[src/qrm_pkg.sv]
// qrm_pkg: constants shared by the resource monitor register block
// assumes: one 40 MHz clock, 32-bit register address, 64-bit register data
package qrm_pkg;
   // ----------------------------------------------------------------
   // bus widths
   // ----------------------------------------------------------------
   localparam int unsigned ADDR_W     = 32;
   localparam int unsigned DATA_W     = 64;
   localparam int unsigned OP_BYTES_W = 8;

   // ----------------------------------------------------------------
   // identifier space: largest identifier 3, so N = log2(3 + 1)
   // ----------------------------------------------------------------
   localparam int unsigned RESOURCE_MONITOR_IDENTIFIER_MAX = 3;
   localparam int unsigned RESOURCE_MONITOR_IDENTIFIER_W   = $clog2(RESOURCE_MONITOR_IDENTIFIER_MAX + 1);
   localparam int unsigned RESOURCE_MONITOR_IDENTIFIER_CNT = RESOURCE_MONITOR_IDENTIFIER_MAX + 1;

   // ----------------------------------------------------------------
   // register addresses
   // ----------------------------------------------------------------
   localparam logic [ADDR_W-1:0] ADDR_EVT_SEL  = 32'h0000_0C8D;
   localparam logic [ADDR_W-1:0] ADDR_CTR      = 32'h0000_0C8E;
   localparam logic [ADDR_W-1:0] ADDR_ASSOC    = 32'h0000_0C8F;
   localparam logic [ADDR_W-1:0] ADDR_IRQ_STAT = 32'h0000_0C98;
   localparam logic [ADDR_W-1:0] ADDR_IRQ_CLR  = 32'h0000_0C99;
   localparam logic [ADDR_W-1:0] ADDR_IRQ_EN   = 32'h0000_0C9A;
   localparam logic [ADDR_W-1:0] RSVD_LO       = 32'h4000_0000;
   localparam logic [ADDR_W-1:0] RSVD_HI       = 32'h4000_00FF;

   // ----------------------------------------------------------------
   // field layout
   // ----------------------------------------------------------------
   localparam int unsigned EVT_LSB    = 0;
   localparam int unsigned EVT_W      = 8;
   localparam int unsigned RESOURCE_MONITOR_IDENTIFIER_LSB   = 32;
   localparam int unsigned CTR_DATA_W = 62;
   localparam int unsigned CTR_UNAV   = 62;
   localparam int unsigned CTR_ERR    = 63;
   localparam logic [CTR_DATA_W-1:0] CTR_ONE = 62'h1;

   // ----------------------------------------------------------------
   // monitor_event_code values: the two supported codes and the reset value
   // ----------------------------------------------------------------
   localparam logic [EVT_W-1:0] EVT_OP_COUNT   = 8'h01;
   localparam logic [EVT_W-1:0] EVT_BYTE_COUNT = 8'h02;
   localparam logic [EVT_W-1:0] EVT_RESET      = 8'h00;

   // ----------------------------------------------------------------
   // interrupt status bits
   // ----------------------------------------------------------------
   localparam int unsigned IRQ_W       = 3;
   localparam int unsigned IRQ_SEL_ERR = 0;
   localparam int unsigned IRQ_RSVD    = 1;
   localparam int unsigned IRQ_UNMAP   = 2;
endpackage

[src/qrm_monitor.sv]
// qrm_monitor: resource monitor registers, counters and interrupt
// assumes: single clock i_mclk, synchronous reset, plain register port
// Contract
// select, counter and association registers exist only while the capability strap is set.
// select bits 7:0 name the monitor event whose value the counter reports.
// select bits N+31:32 name the resource identifier whose data the counter reports.
// counter bits 61:0 give the data and bit 62 flags data unavailable or unmonitored.
// counter bit 63 flags that an unsupported identifier or event was written to select.
// association bits N-1:0 tag internal operations with an identifier, upper bits reserved.
// no register answers anywhere in 0x40000000 through 0x400000FF.
// a counter read right after a select write already reflects the new selection.
`timescale 1ns/1ps
`default_nettype none
module qrm_monitor (
   input  wire logic                            i_mclk,
   input  wire logic                            i_reset,
   input  wire logic                            i_cap_strap,
   input  wire logic [qrm_pkg::ADDR_W-1:0]      i_addr,
   input  wire logic [qrm_pkg::DATA_W-1:0]      i_wdata,
   input  wire logic                            i_wr,
   input  wire logic                            i_rd,
   input  wire logic                            i_op_valid,
   input  wire logic [qrm_pkg::OP_BYTES_W-1:0]  i_op_bytes,
   output logic      [qrm_pkg::DATA_W-1:0]      o_rdata,
   output logic      [qrm_pkg::RESOURCE_MONITOR_IDENTIFIER_W-1:0]      o_op_resource_monitor_identifier,
   output logic                                 o_irq
);
   // ----------------------------------------------------------------
   // state
   // ----------------------------------------------------------------
   logic                              cap_meta_ff;
   logic                              cap_ff;
   logic [qrm_pkg::EVT_W-1:0]         sel_evt_ff;
   logic [qrm_pkg::RESOURCE_MONITOR_IDENTIFIER_W-1:0]        sel_resource_monitor_identifier_ff;
   logic                              sel_err_ff;
   logic [qrm_pkg::RESOURCE_MONITOR_IDENTIFIER_W-1:0]        assoc_ff;
   logic [qrm_pkg::CTR_DATA_W-1:0]    op_cnt_ff   [qrm_pkg::RESOURCE_MONITOR_IDENTIFIER_CNT];
   logic [qrm_pkg::CTR_DATA_W-1:0]    byte_cnt_ff [qrm_pkg::RESOURCE_MONITOR_IDENTIFIER_CNT];
   logic [qrm_pkg::RESOURCE_MONITOR_IDENTIFIER_CNT-1:0]      seen_ff;
   logic [qrm_pkg::IRQ_W-1:0]         irq_stat_ff;
   logic [qrm_pkg::IRQ_W-1:0]         irq_en_ff;
   logic                              irq_ff;
   logic [qrm_pkg::DATA_W-1:0]        rdata_ff;

   logic                              hit_sel;
   logic                              hit_ctr;
   logic                              hit_assoc;
   logic                              hit_stat;
   logic                              hit_clr;
   logic                              hit_en;
   logic                              in_rsvd;
   logic                              unmapped;
   logic                              wr_resource_monitor_identifier_bad;
   logic                              wr_evt_bad;
   logic [qrm_pkg::CTR_DATA_W-1:0]    op_cnt_sel;
   logic [qrm_pkg::CTR_DATA_W-1:0]    op_cnt_cur;
   logic [qrm_pkg::CTR_DATA_W-1:0]    sel_data;
   logic                              sel_unav;
   logic [qrm_pkg::IRQ_W-1:0]         irq_set;
   logic [qrm_pkg::IRQ_W-1:0]         nxt_irq_stat;
   logic [qrm_pkg::DATA_W-1:0]        nxt_rdata;

   // ----------------------------------------------------------------
   // capability strap synchroniser
   // ----------------------------------------------------------------
   always_ff @(posedge i_mclk) begin
      if (i_reset) begin
         cap_meta_ff <= 1'b0;
         cap_ff      <= 1'b0;
      end else begin
         cap_meta_ff <= i_cap_strap;
         cap_ff      <= cap_meta_ff;
      end
   end

   // ----------------------------------------------------------------
   // address decode
   // ----------------------------------------------------------------
   // monitor registers vanish without the capability
   assign hit_sel   = cap_ff && (i_addr == qrm_pkg::ADDR_EVT_SEL);
   assign hit_ctr   = cap_ff && (i_addr == qrm_pkg::ADDR_CTR);
   assign hit_assoc = cap_ff && (i_addr == qrm_pkg::ADDR_ASSOC);
   assign hit_stat  = (i_addr == qrm_pkg::ADDR_IRQ_STAT);
   assign hit_clr   = (i_addr == qrm_pkg::ADDR_IRQ_CLR);
   assign hit_en    = (i_addr == qrm_pkg::ADDR_IRQ_EN);
   // whole reserved window decodes to nothing
   assign in_rsvd   = (i_addr >= qrm_pkg::RSVD_LO) && (i_addr <= qrm_pkg::RSVD_HI);
   assign unmapped  = !(hit_sel || hit_ctr || hit_assoc || hit_stat || hit_clr || hit_en)
                      && !in_rsvd;

   // checks on a select write: identifier above max or unknown event
   assign wr_resource_monitor_identifier_bad = (i_wdata[qrm_pkg::DATA_W-1:qrm_pkg::RESOURCE_MONITOR_IDENTIFIER_LSB] >
                         qrm_pkg::RESOURCE_MONITOR_IDENTIFIER_MAX);
   assign wr_evt_bad  = (i_wdata[qrm_pkg::EVT_LSB +: qrm_pkg::EVT_W] != qrm_pkg::EVT_OP_COUNT)
                     && (i_wdata[qrm_pkg::EVT_LSB +: qrm_pkg::EVT_W] != qrm_pkg::EVT_BYTE_COUNT);

   // ----------------------------------------------------------------
   // event select register
   // ----------------------------------------------------------------
   always_ff @(posedge i_mclk) begin
      if (i_reset) begin
         sel_evt_ff  <= qrm_pkg::EVT_RESET;
         sel_resource_monitor_identifier_ff <= '0;
         sel_err_ff  <= 1'b0;
      end else if (i_wr && hit_sel) begin
         sel_evt_ff  <= i_wdata[qrm_pkg::EVT_LSB +: qrm_pkg::EVT_W];
         sel_resource_monitor_identifier_ff <= i_wdata[qrm_pkg::RESOURCE_MONITOR_IDENTIFIER_LSB +: qrm_pkg::RESOURCE_MONITOR_IDENTIFIER_W];
         sel_err_ff  <= wr_resource_monitor_identifier_bad || wr_evt_bad;
      end
   end

   // ----------------------------------------------------------------
   // association register, tags every internal operation
   // ----------------------------------------------------------------
   always_ff @(posedge i_mclk) begin
      if (i_reset) begin
         assoc_ff <= '0;
      end else if (i_wr && hit_assoc) begin
         assoc_ff <= i_wdata[qrm_pkg::RESOURCE_MONITOR_IDENTIFIER_W-1:0];
      end
   end

   // ----------------------------------------------------------------
   // per-identifier operation and byte counters
   // ----------------------------------------------------------------
   always_ff @(posedge i_mclk) begin
      if (i_reset) begin
         for (int r = 0; r < qrm_pkg::RESOURCE_MONITOR_IDENTIFIER_CNT; r++) begin
            op_cnt_ff[r]   <= '0;
            byte_cnt_ff[r] <= '0;
         end
         seen_ff <= '0;
      end else if (i_op_valid) begin
         // charge the operation to the associated identifier
         op_cnt_ff[assoc_ff]   <= op_cnt_ff[assoc_ff] + qrm_pkg::CTR_ONE;
         byte_cnt_ff[assoc_ff] <= byte_cnt_ff[assoc_ff]
            + {{(qrm_pkg::CTR_DATA_W-qrm_pkg::OP_BYTES_W){1'b0}}, i_op_bytes};
         seen_ff[assoc_ff]     <= 1'b1;
      end
   end

   // ----------------------------------------------------------------
   // counter register value, from current selection
   // ----------------------------------------------------------------
   assign op_cnt_sel = op_cnt_ff[sel_resource_monitor_identifier_ff];
   assign op_cnt_cur = op_cnt_ff[assoc_ff];
   // event picks the counter, identifier picks the entry
   assign sel_data = sel_err_ff ? '0 :
                     (sel_evt_ff == qrm_pkg::EVT_OP_COUNT) ? op_cnt_sel :
                     byte_cnt_ff[sel_resource_monitor_identifier_ff];
   assign sel_unav = sel_err_ff || !seen_ff[sel_resource_monitor_identifier_ff];

   // ----------------------------------------------------------------
   // interrupt status, clear and enable
   // ----------------------------------------------------------------
   assign irq_set[qrm_pkg::IRQ_SEL_ERR] = i_wr && hit_sel && (wr_resource_monitor_identifier_bad || wr_evt_bad);
   assign irq_set[qrm_pkg::IRQ_RSVD]    = (i_wr || i_rd) && in_rsvd;
   assign irq_set[qrm_pkg::IRQ_UNMAP]   = (i_wr || i_rd) && unmapped;
   // a new event wins over a clear in the same cycle
   assign nxt_irq_stat = (irq_stat_ff & ~((i_wr && hit_clr) ?
                          i_wdata[qrm_pkg::IRQ_W-1:0] : '0)) | irq_set;

   always_ff @(posedge i_mclk) begin
      if (i_reset) begin
         irq_stat_ff <= '0;
         irq_en_ff   <= '0;
         irq_ff      <= 1'b0;
      end else begin
         irq_stat_ff <= nxt_irq_stat;
         if (i_wr && hit_en) begin
            irq_en_ff <= i_wdata[qrm_pkg::IRQ_W-1:0];
         end
         irq_ff <= |(irq_stat_ff & irq_en_ff);
      end
   end

   // ----------------------------------------------------------------
   // read data, one cycle after the strobe
   // ----------------------------------------------------------------
   always_comb begin
      nxt_rdata = '0;
      if (i_rd) begin
         if (hit_sel) begin
            nxt_rdata[qrm_pkg::EVT_LSB +: qrm_pkg::EVT_W]   = sel_evt_ff;
            nxt_rdata[qrm_pkg::RESOURCE_MONITOR_IDENTIFIER_LSB +: qrm_pkg::RESOURCE_MONITOR_IDENTIFIER_W] = sel_resource_monitor_identifier_ff;
         end else if (hit_ctr) begin
            // live selection, so a read right after a select write is current
            nxt_rdata = {sel_err_ff, sel_unav, sel_data};
         end else if (hit_assoc) begin
            nxt_rdata[qrm_pkg::RESOURCE_MONITOR_IDENTIFIER_W-1:0] = assoc_ff;
         end else if (hit_stat) begin
            nxt_rdata[qrm_pkg::IRQ_W-1:0] = irq_stat_ff;
         end else if (hit_en) begin
            nxt_rdata[qrm_pkg::IRQ_W-1:0] = irq_en_ff;
         end
      end
   end

   always_ff @(posedge i_mclk) begin
      if (i_reset) begin
         rdata_ff <= '0;
      end else begin
         rdata_ff <= nxt_rdata;
      end
   end

   assign o_rdata   = rdata_ff;
   assign o_op_resource_monitor_identifier = assoc_ff;
   assign o_irq     = irq_ff;
endmodule
`default_nettype wire

[config.mk]
export PLATFORM = sky130hd
export DESIGN_NAME = qrm_monitor
export DESIGN_NICKNAME = d
export VERILOG_FILES = /design/src/qrm_pkg.sv /design/src/qrm_monitor.sv
export SDC_FILE = /design/constraint.sdc
export NUM_CORES = 1
export LEC_CHECK = 0
export BUFFER_PORTS_ARGS = -buffer_cell sky130_fd_sc_hd__buf_2
export CELL_PAD_IN_SITES_DETAIL_PLACEMENT = 1
export CELL_PAD_IN_SITES_GLOBAL_PLACEMENT = 1
export CORE_MARGIN = 4
export CORE_UTILIZATION = 30
export CTS_CLUSTER_DIAMETER = 30
export DETAILED_ROUTE_END_ITERATION = 10
export PLACE_DENSITY_LB_ADDON = 0.1
export SYNTH_ARGS = -nofsm -noshare
export SYNTH_HDL_FRONTEND = slang
export SYNTH_SLANG_ARGS = --single-unit
[constraint.sdc]
create_clock -name i_mclk -period 5.39 [get_ports i_mclk]
set_input_delay 1.3475 -clock i_mclk [delete_from_list [all_inputs] [get_ports i_mclk]]
set_output_delay 1.3475 -clock i_mclk [all_outputs]
set_load 0.1 [all_outputs]
==> Word-level counts from Yosys, hierarchy flattened <==
Memory sizes are Yosys's and may differ from the RTL's. A register that Yosys moved wholly into a read port is not among the register bits.
Index checks and enable logic that the tools add are counted.
Widths: inputs -> output; s select.
{ "classes": {"order_cmp": 6, "bitwise": 7, "reduce_logical": 31, "add_sub_neg": 2, "mux": 34, "n_eq_ne": 9} }
{ "op_table": {"columns": ["op", "n"], "rows": [
  ["$eq 32x12->1 const B", 6],
  ["$mux 62", 3],
  ["$reduce_or 62->1", 2],
  ["$add 62x1->62 const B", 1],
  ["$add 62x8->62", 1],
  ["$mux 34", 1],
  ["$ge 32x31->1 const B", 1],
  ["$gt 32x2->1 const B", 1],
  ["$le 32x31->1 const B", 1],
  ["$mux 31", 1],
  ["$mux 2", 12],
  ["$logic_and 1x1->1", 14],
  ["$mux 3", 4],
  ["$mux 1", 10],
  ["$eq 8x1->1 const B", 1],
  ["$logic_or 1x1->1", 8],
  ["$mux 8", 1],
  ["$ne 8x1->1 const B", 1],
  ["$ne 8x2->1 const B", 1],
  ["$and 3x3->3", 2],
  ["$lt 2x3->1 const B", 2],
  ["$reduce_or 5->1", 1],
  ["$or 4x4->4", 1],
  ["$reduce_or 4->1", 1],
  ["other kinds (9)", 12]
]} }
{ "word_totals": {"ram_bits": 496, "register_bits": 90, "mem_count": 2} }
{ "memory_table": {"columns": ["name", "depth", "width", "rd", "rd_clocked_by_memory_dff", "write_ports", "line_no", "rtl"], "rows": [
  ["byte_cnt_ff", 4, 62, 2, 2, 4, "qrm_monitor.sv:38", "logic [qrm_pkg::CTR_DATA_W-1:0] byte_cnt_ff [qrm_pkg::RESOURCE_MONITOR_IDENTIFIER_CNT];"],
  ["op_cnt_ff", 4, 62, 2, 2, 4, "qrm_monitor.sv:37", "logic [qrm_pkg::CTR_DATA_W-1:0] op_cnt_ff [qrm_pkg::RESOURCE_MONITOR_IDENTIFIER_CNT];"]
]} }

==> Logic depth before layout (Yosys ltp) <==
{ "depth": {"word_depth": 11, "ltp_mapped": 19, "depth_no_buf": 10} }

==> Least setup slack after synthesis <==
No wires, ideal clock.
{ "synth_path": {"path_kind": "in2reg", "startpoint": "input i_reset", "endpoint": "memory byte_cnt_ff[0][0] in the netlist's numbering, enable pin", "setup_slack_ns": -0.064, "n_path_buf": 2, "arrival_time_ns": 4.949, "setup_time_ns": 0.505, "t_required_ns": 4.885, "path_stages": 5, "path_cell_list": "nand2b_1 -> clkbuf_1 -> or3_1 -> clkbuf_1 -> nand2b_1"} }
{ "synth_lines": {"columns": ["item", "line_no", "rtl"], "rows": [
  ["start, declared", "qrm_monitor.sv:16", "input wire logic i_reset,"],
  ["end, declared", "qrm_monitor.sv:38", null]
]} }

==> impl.org <==
** GRT
- Leftover overflow at the end of global routing :: 0
- The initial antenna violation count was 2.
- The first global-routing pass estimated about 160 mm of wire.
- Global routing used between 15 and 20% of the available tracks across all layers.
- The number of global-route vias before repair was between 20000 and 25000.
- Entering global routing, the biggest net connects 117 pins.

** Timing
- Setup repair after global routing missed its margin :: no
- Setup violations remaining at the end of the flow were counted as 0.
- Derived from the worst setup path, the maximum achievable clock frequency is between 0.2 and 0.25 GHz.
- Slew Viols, Final :: 0
- At the pin with the least slew margin, the transition time is roughly 1.1 ns.
- The final hold violation count was 0.
- Final critical path time including I/O delays and setup :: approximately 4.7 ns
- After layout, the worst path uses between 80 and 90% of the clock period.
- Worst setup skew after layout :: around 0.024 ns
- The worst pin sits at a relative slew slack of roughly 28%.
- Setup ws final :: roughly 0.67 ns
- Setup_tns :: 0 ns

** Finish
- The finished cells cover 39300 µm².
- 0 antenna diodes ended up in the layout.
- At the end of the flow, the number of nets in the layout was 2771.
- Cells with a size suffix above 1 make up ~28% of the layout.
- Growth of design area from synthesis to finish :: 27.1%

** Synth
- The commonest cells after synthesis are 496 x edfxtp_1, 313 x nor2_1, 246 x mux4_2.
- The synthesized design contains 496 enable-type register cells.
- In this run, synthesis produced a sequential element count of just under 600.
- Number of warning messages in the yosys log :: 0
- Number of distinct library cells after synthesis :: 73
- After synthesis, the share of flip-flops with an asynchronous set or reset is 0%.
- After synthesis, flip-flops and latches occupy between 50% and 60% of the total area.
- Post-synth net total :: around 2500
- For this run, the leading register cell type out of synthesis is edfxtp_1.
- Cell type with the highest aggregate area in the netlist :: edfxtp_1
- Dominant cells by area after synthesis :: edfxtp_1 48%, mux4_2 18%, dfxtp_1 6.1%
- The synthesized design devotes to its leading area cell type approximately half of total area.
- The mapped netlist covers ~30000 µm².
- After technology mapping, the gate count stands at approximately 2400.
- A synthesized cell averages approximately 13 µm².
- Most used standard cell by instance count after synthesis :: edfxtp_1

** Worst setup path
- STA classifies the critical path startpoint as a flip-flop.
- The worst register-to-register path ends at byte_cnt_ff[2][60].
- The worst setup path is captured at a flip-flop.
- R2r worst-path depth :: 12
- Along the worst path, the maximum fanout reaches 25.
- Critical path type :: reg -> reg
- Required time of the worst setup path :: slightly below 6 ns
- Data arrives at the worst endpoint at slightly above 5 ns.
- Flop2flop setup slack :: roughly 0.67 ns

** Die
- Die Footprint :: between 100000 and 150000 µm²
- The die is approximately 330 µm wide.
- For this configuration, the core starts out at a cell density of roughly 30%.
- I/O pin count :: 177
- Number of cell rows :: approximately 120
- Y dimension of the die :: approximately 330 µm
- After floorplanning, the core was sized to cover between 100000 and 150000 µm².

** Clocking
- The number of setup buffers added after CTS is 0.
- Number of sinks on the clock net :: between 500 and 600
- Htree depth :: 4
- TritonCTS built the clock tree.
- Clock tree root buffer cell :: clkbuf_16
- Number of buffers between clock root and the deepest sink :: 3
- Clock insertion delay at the later pin of the skew report :: around 0.74 ns
- After clock tree synthesis, the clock-pin slew on the worst setup and hold paths is 0.04 ns.
- Hold repair after CTS inserted 0 buffers.
- Counting the buffers created by CTS gives about 170.
- Post-CTS Resized :: 0

** Job
- Max-Cap Viols :: 0

** Drt
- The detailed router used layers up to and including met5.
- After detailed routing, the average wire length per cell comes to between 20 and 30 µm.
- Total DRC errors in the routed layout :: 0
- Met3 Wirelength :: approximately 5.9 mm
- Initial detailed-routing violation count :: between 1000 and 1500
- Routed wire length on met2 :: 53.2 mm
- Detailed routing inserted a total of 22300 vias.
- For this block, wires on met1 add up to 46.2 mm.
- Post-DRT Antenna Nets :: 0
- Via-to-Cell Ratio :: roughly 5.4
- The first detailed-routing pass ran for 5 iterations.
- Summed over all layers, the routed wires come to ~110 mm.

** Placement
- After detailed placement, the total cell area comes to 33400 µm².
- GPL Wtd Cong :: about 0.77
- Detail Placement HPWL :: about 63 mm
- In this run the tool buffered the top-level ports with between 150 and 200 buffer cells.
- Worst slack, placed :: roughly 0.57 ns

** Worst hold path
- The worst hold path belongs to the class reg -> reg.
- Worst Hold End :: cap_ff
- Worst min-delay path startpoint :: cap_meta_ff
- Along the worst hold path, the cell count comes to 1.

** Pwr
- Areal power density over the cells :: between 400 and 500 nW/µm²
- For this design the static power due to leakage is between 10 and 15 nW.
- Maximum ir drop on the vdd rail :: 0.248 mV

** Status
- The run finished with clean final reports.
==> power breakdown <==
group	switching (W)	internal (W)
sequential	0.0000797	0.00514
combinational	0.000446	0.000269
clock	0.00303	0.00700
total	0.00356	0.0124
==> area by class of cell <==
| class | count | area (µm²) |
|---|---|---|
| inverters | 74 | 278 |
| flip-flops and latches | 590 | 16800 |
| clock buffers | 218 | 4730 |
| fillers | 10700 | 62700 |
| clock inverters | 102 | 1120 |
| well taps | 1368 | 1710 |
| multi-input cells | 1591 | 13200 |
| repair buffers | 222 | 1510 |
==> cells by family (layout without fill, tap and decap cells) <==
kind of cell	after synthesis	in the layout	synth area share, %
mux	316	316	20.2
simple gates	883	883	14.1
buf+inv	242	616	3.44
flops	590	590	54.3
xor+xnor	58	58	1.64
fa+ha+maj	10	10	0.429
compound gates	324	324	5.93
==> through the flow <==
stage / cells / total power [W] / hold slack (ns) / util [%]
final: 4165 / 0.0160 / 0.445 / 38.5
after detailed placement: 3845 / 0.00602 / 0.445 / 32.8
after global routing: 4165 / 0.0165 / 0.463 / 38.5
after CTS: 4165 / 0.0162 / 0.454 / 38.5
after global placement: 3845 / 0.00599 / 0.445 / 32.8
after floorplan: 2423 / 0.00574 / 0.414 / -
==> critical path, stage by stage, from the launching register on <==
cell      delay [ns]
dfxtp_4         0.74
buf_4           0.35
mux4_2          0.54
ha_1            0.37
nand4_1         0.15
a211oi_1        0.38
buf_4           0.22
o21ai_1         0.07
buf_4           0.21
nand3b_1        0.17
buf_4           0.25
o41ai_1         0.74
a21oi_1         0.15
==> layer usage <==
layer  vias up  global-route usage, %
met1     11700                   25.7
met5         -                  0.399
met4         2                   6.12
met3       161                   3.77
li1       9840                      -
met2       616                   33.9
==> how the worst max path moves through the flow <==
stage | startpoint | endpoint | slack [ns] | depth (start not counted)
after CTS | flip-flop | byte_cnt_ff[1][48] | 0.67 | 12
after global routing | flip-flop | byte_cnt_ff[0][60] | 0.36 | 12
after global placement | i_op_bytes[0] | byte_cnt_ff[0][60] | 0.65 | 13
final | flip-flop | byte_cnt_ff[2][60] | 0.67 | 12
after detailed placement | i_op_bytes[0] | byte_cnt_ff[2][60] | 0.57 | 13
after floorplan | i_op_valid | byte_cnt_ff[2][0] | 0.08 | 4
==> flip-flops by register name, indices dropped and copies added (netlist names), named ones only <==
signal and count:
o_irq 1, seen_ff 4, irq_stat_ff 3, irq_en_ff 3, op_cnt_ff 248, o_op_resource_monitor_identifier 2
sel_err_ff 1, cap_ff 1, cap_meta_ff 1, sel_resource_monitor_identifier_ff 2, o_rdata 64, sel_evt_ff 8
byte_cnt_ff 248
==> cells in the final DEF (no fill, tap or decap), drive strengths merged, types with 10 or more instances in the layout <==
cell,netlist,final
clkinvlp,0,10
nand2,243,243
nand4b,10,10
and3,14,14
mux4,246,246
nor2,313,313
clkinv,0,68
nor3,40,40
a21oi,216,216
mux2i,66,66
o31ai,17,17
bufinv,0,18
edfxtp,496,496
nand2b,33,33
dfxtp,94,94
or4,31,31
buf,54,222
nand4,41,41
clkbuf,114,218
nand3,38,38
xnor2,41,41
and2,10,10
xor2,17,17
and4,13,13
inv,74,80
o21ai,42,42
nor4,50,50
Power figures use the tool's default switching activity.
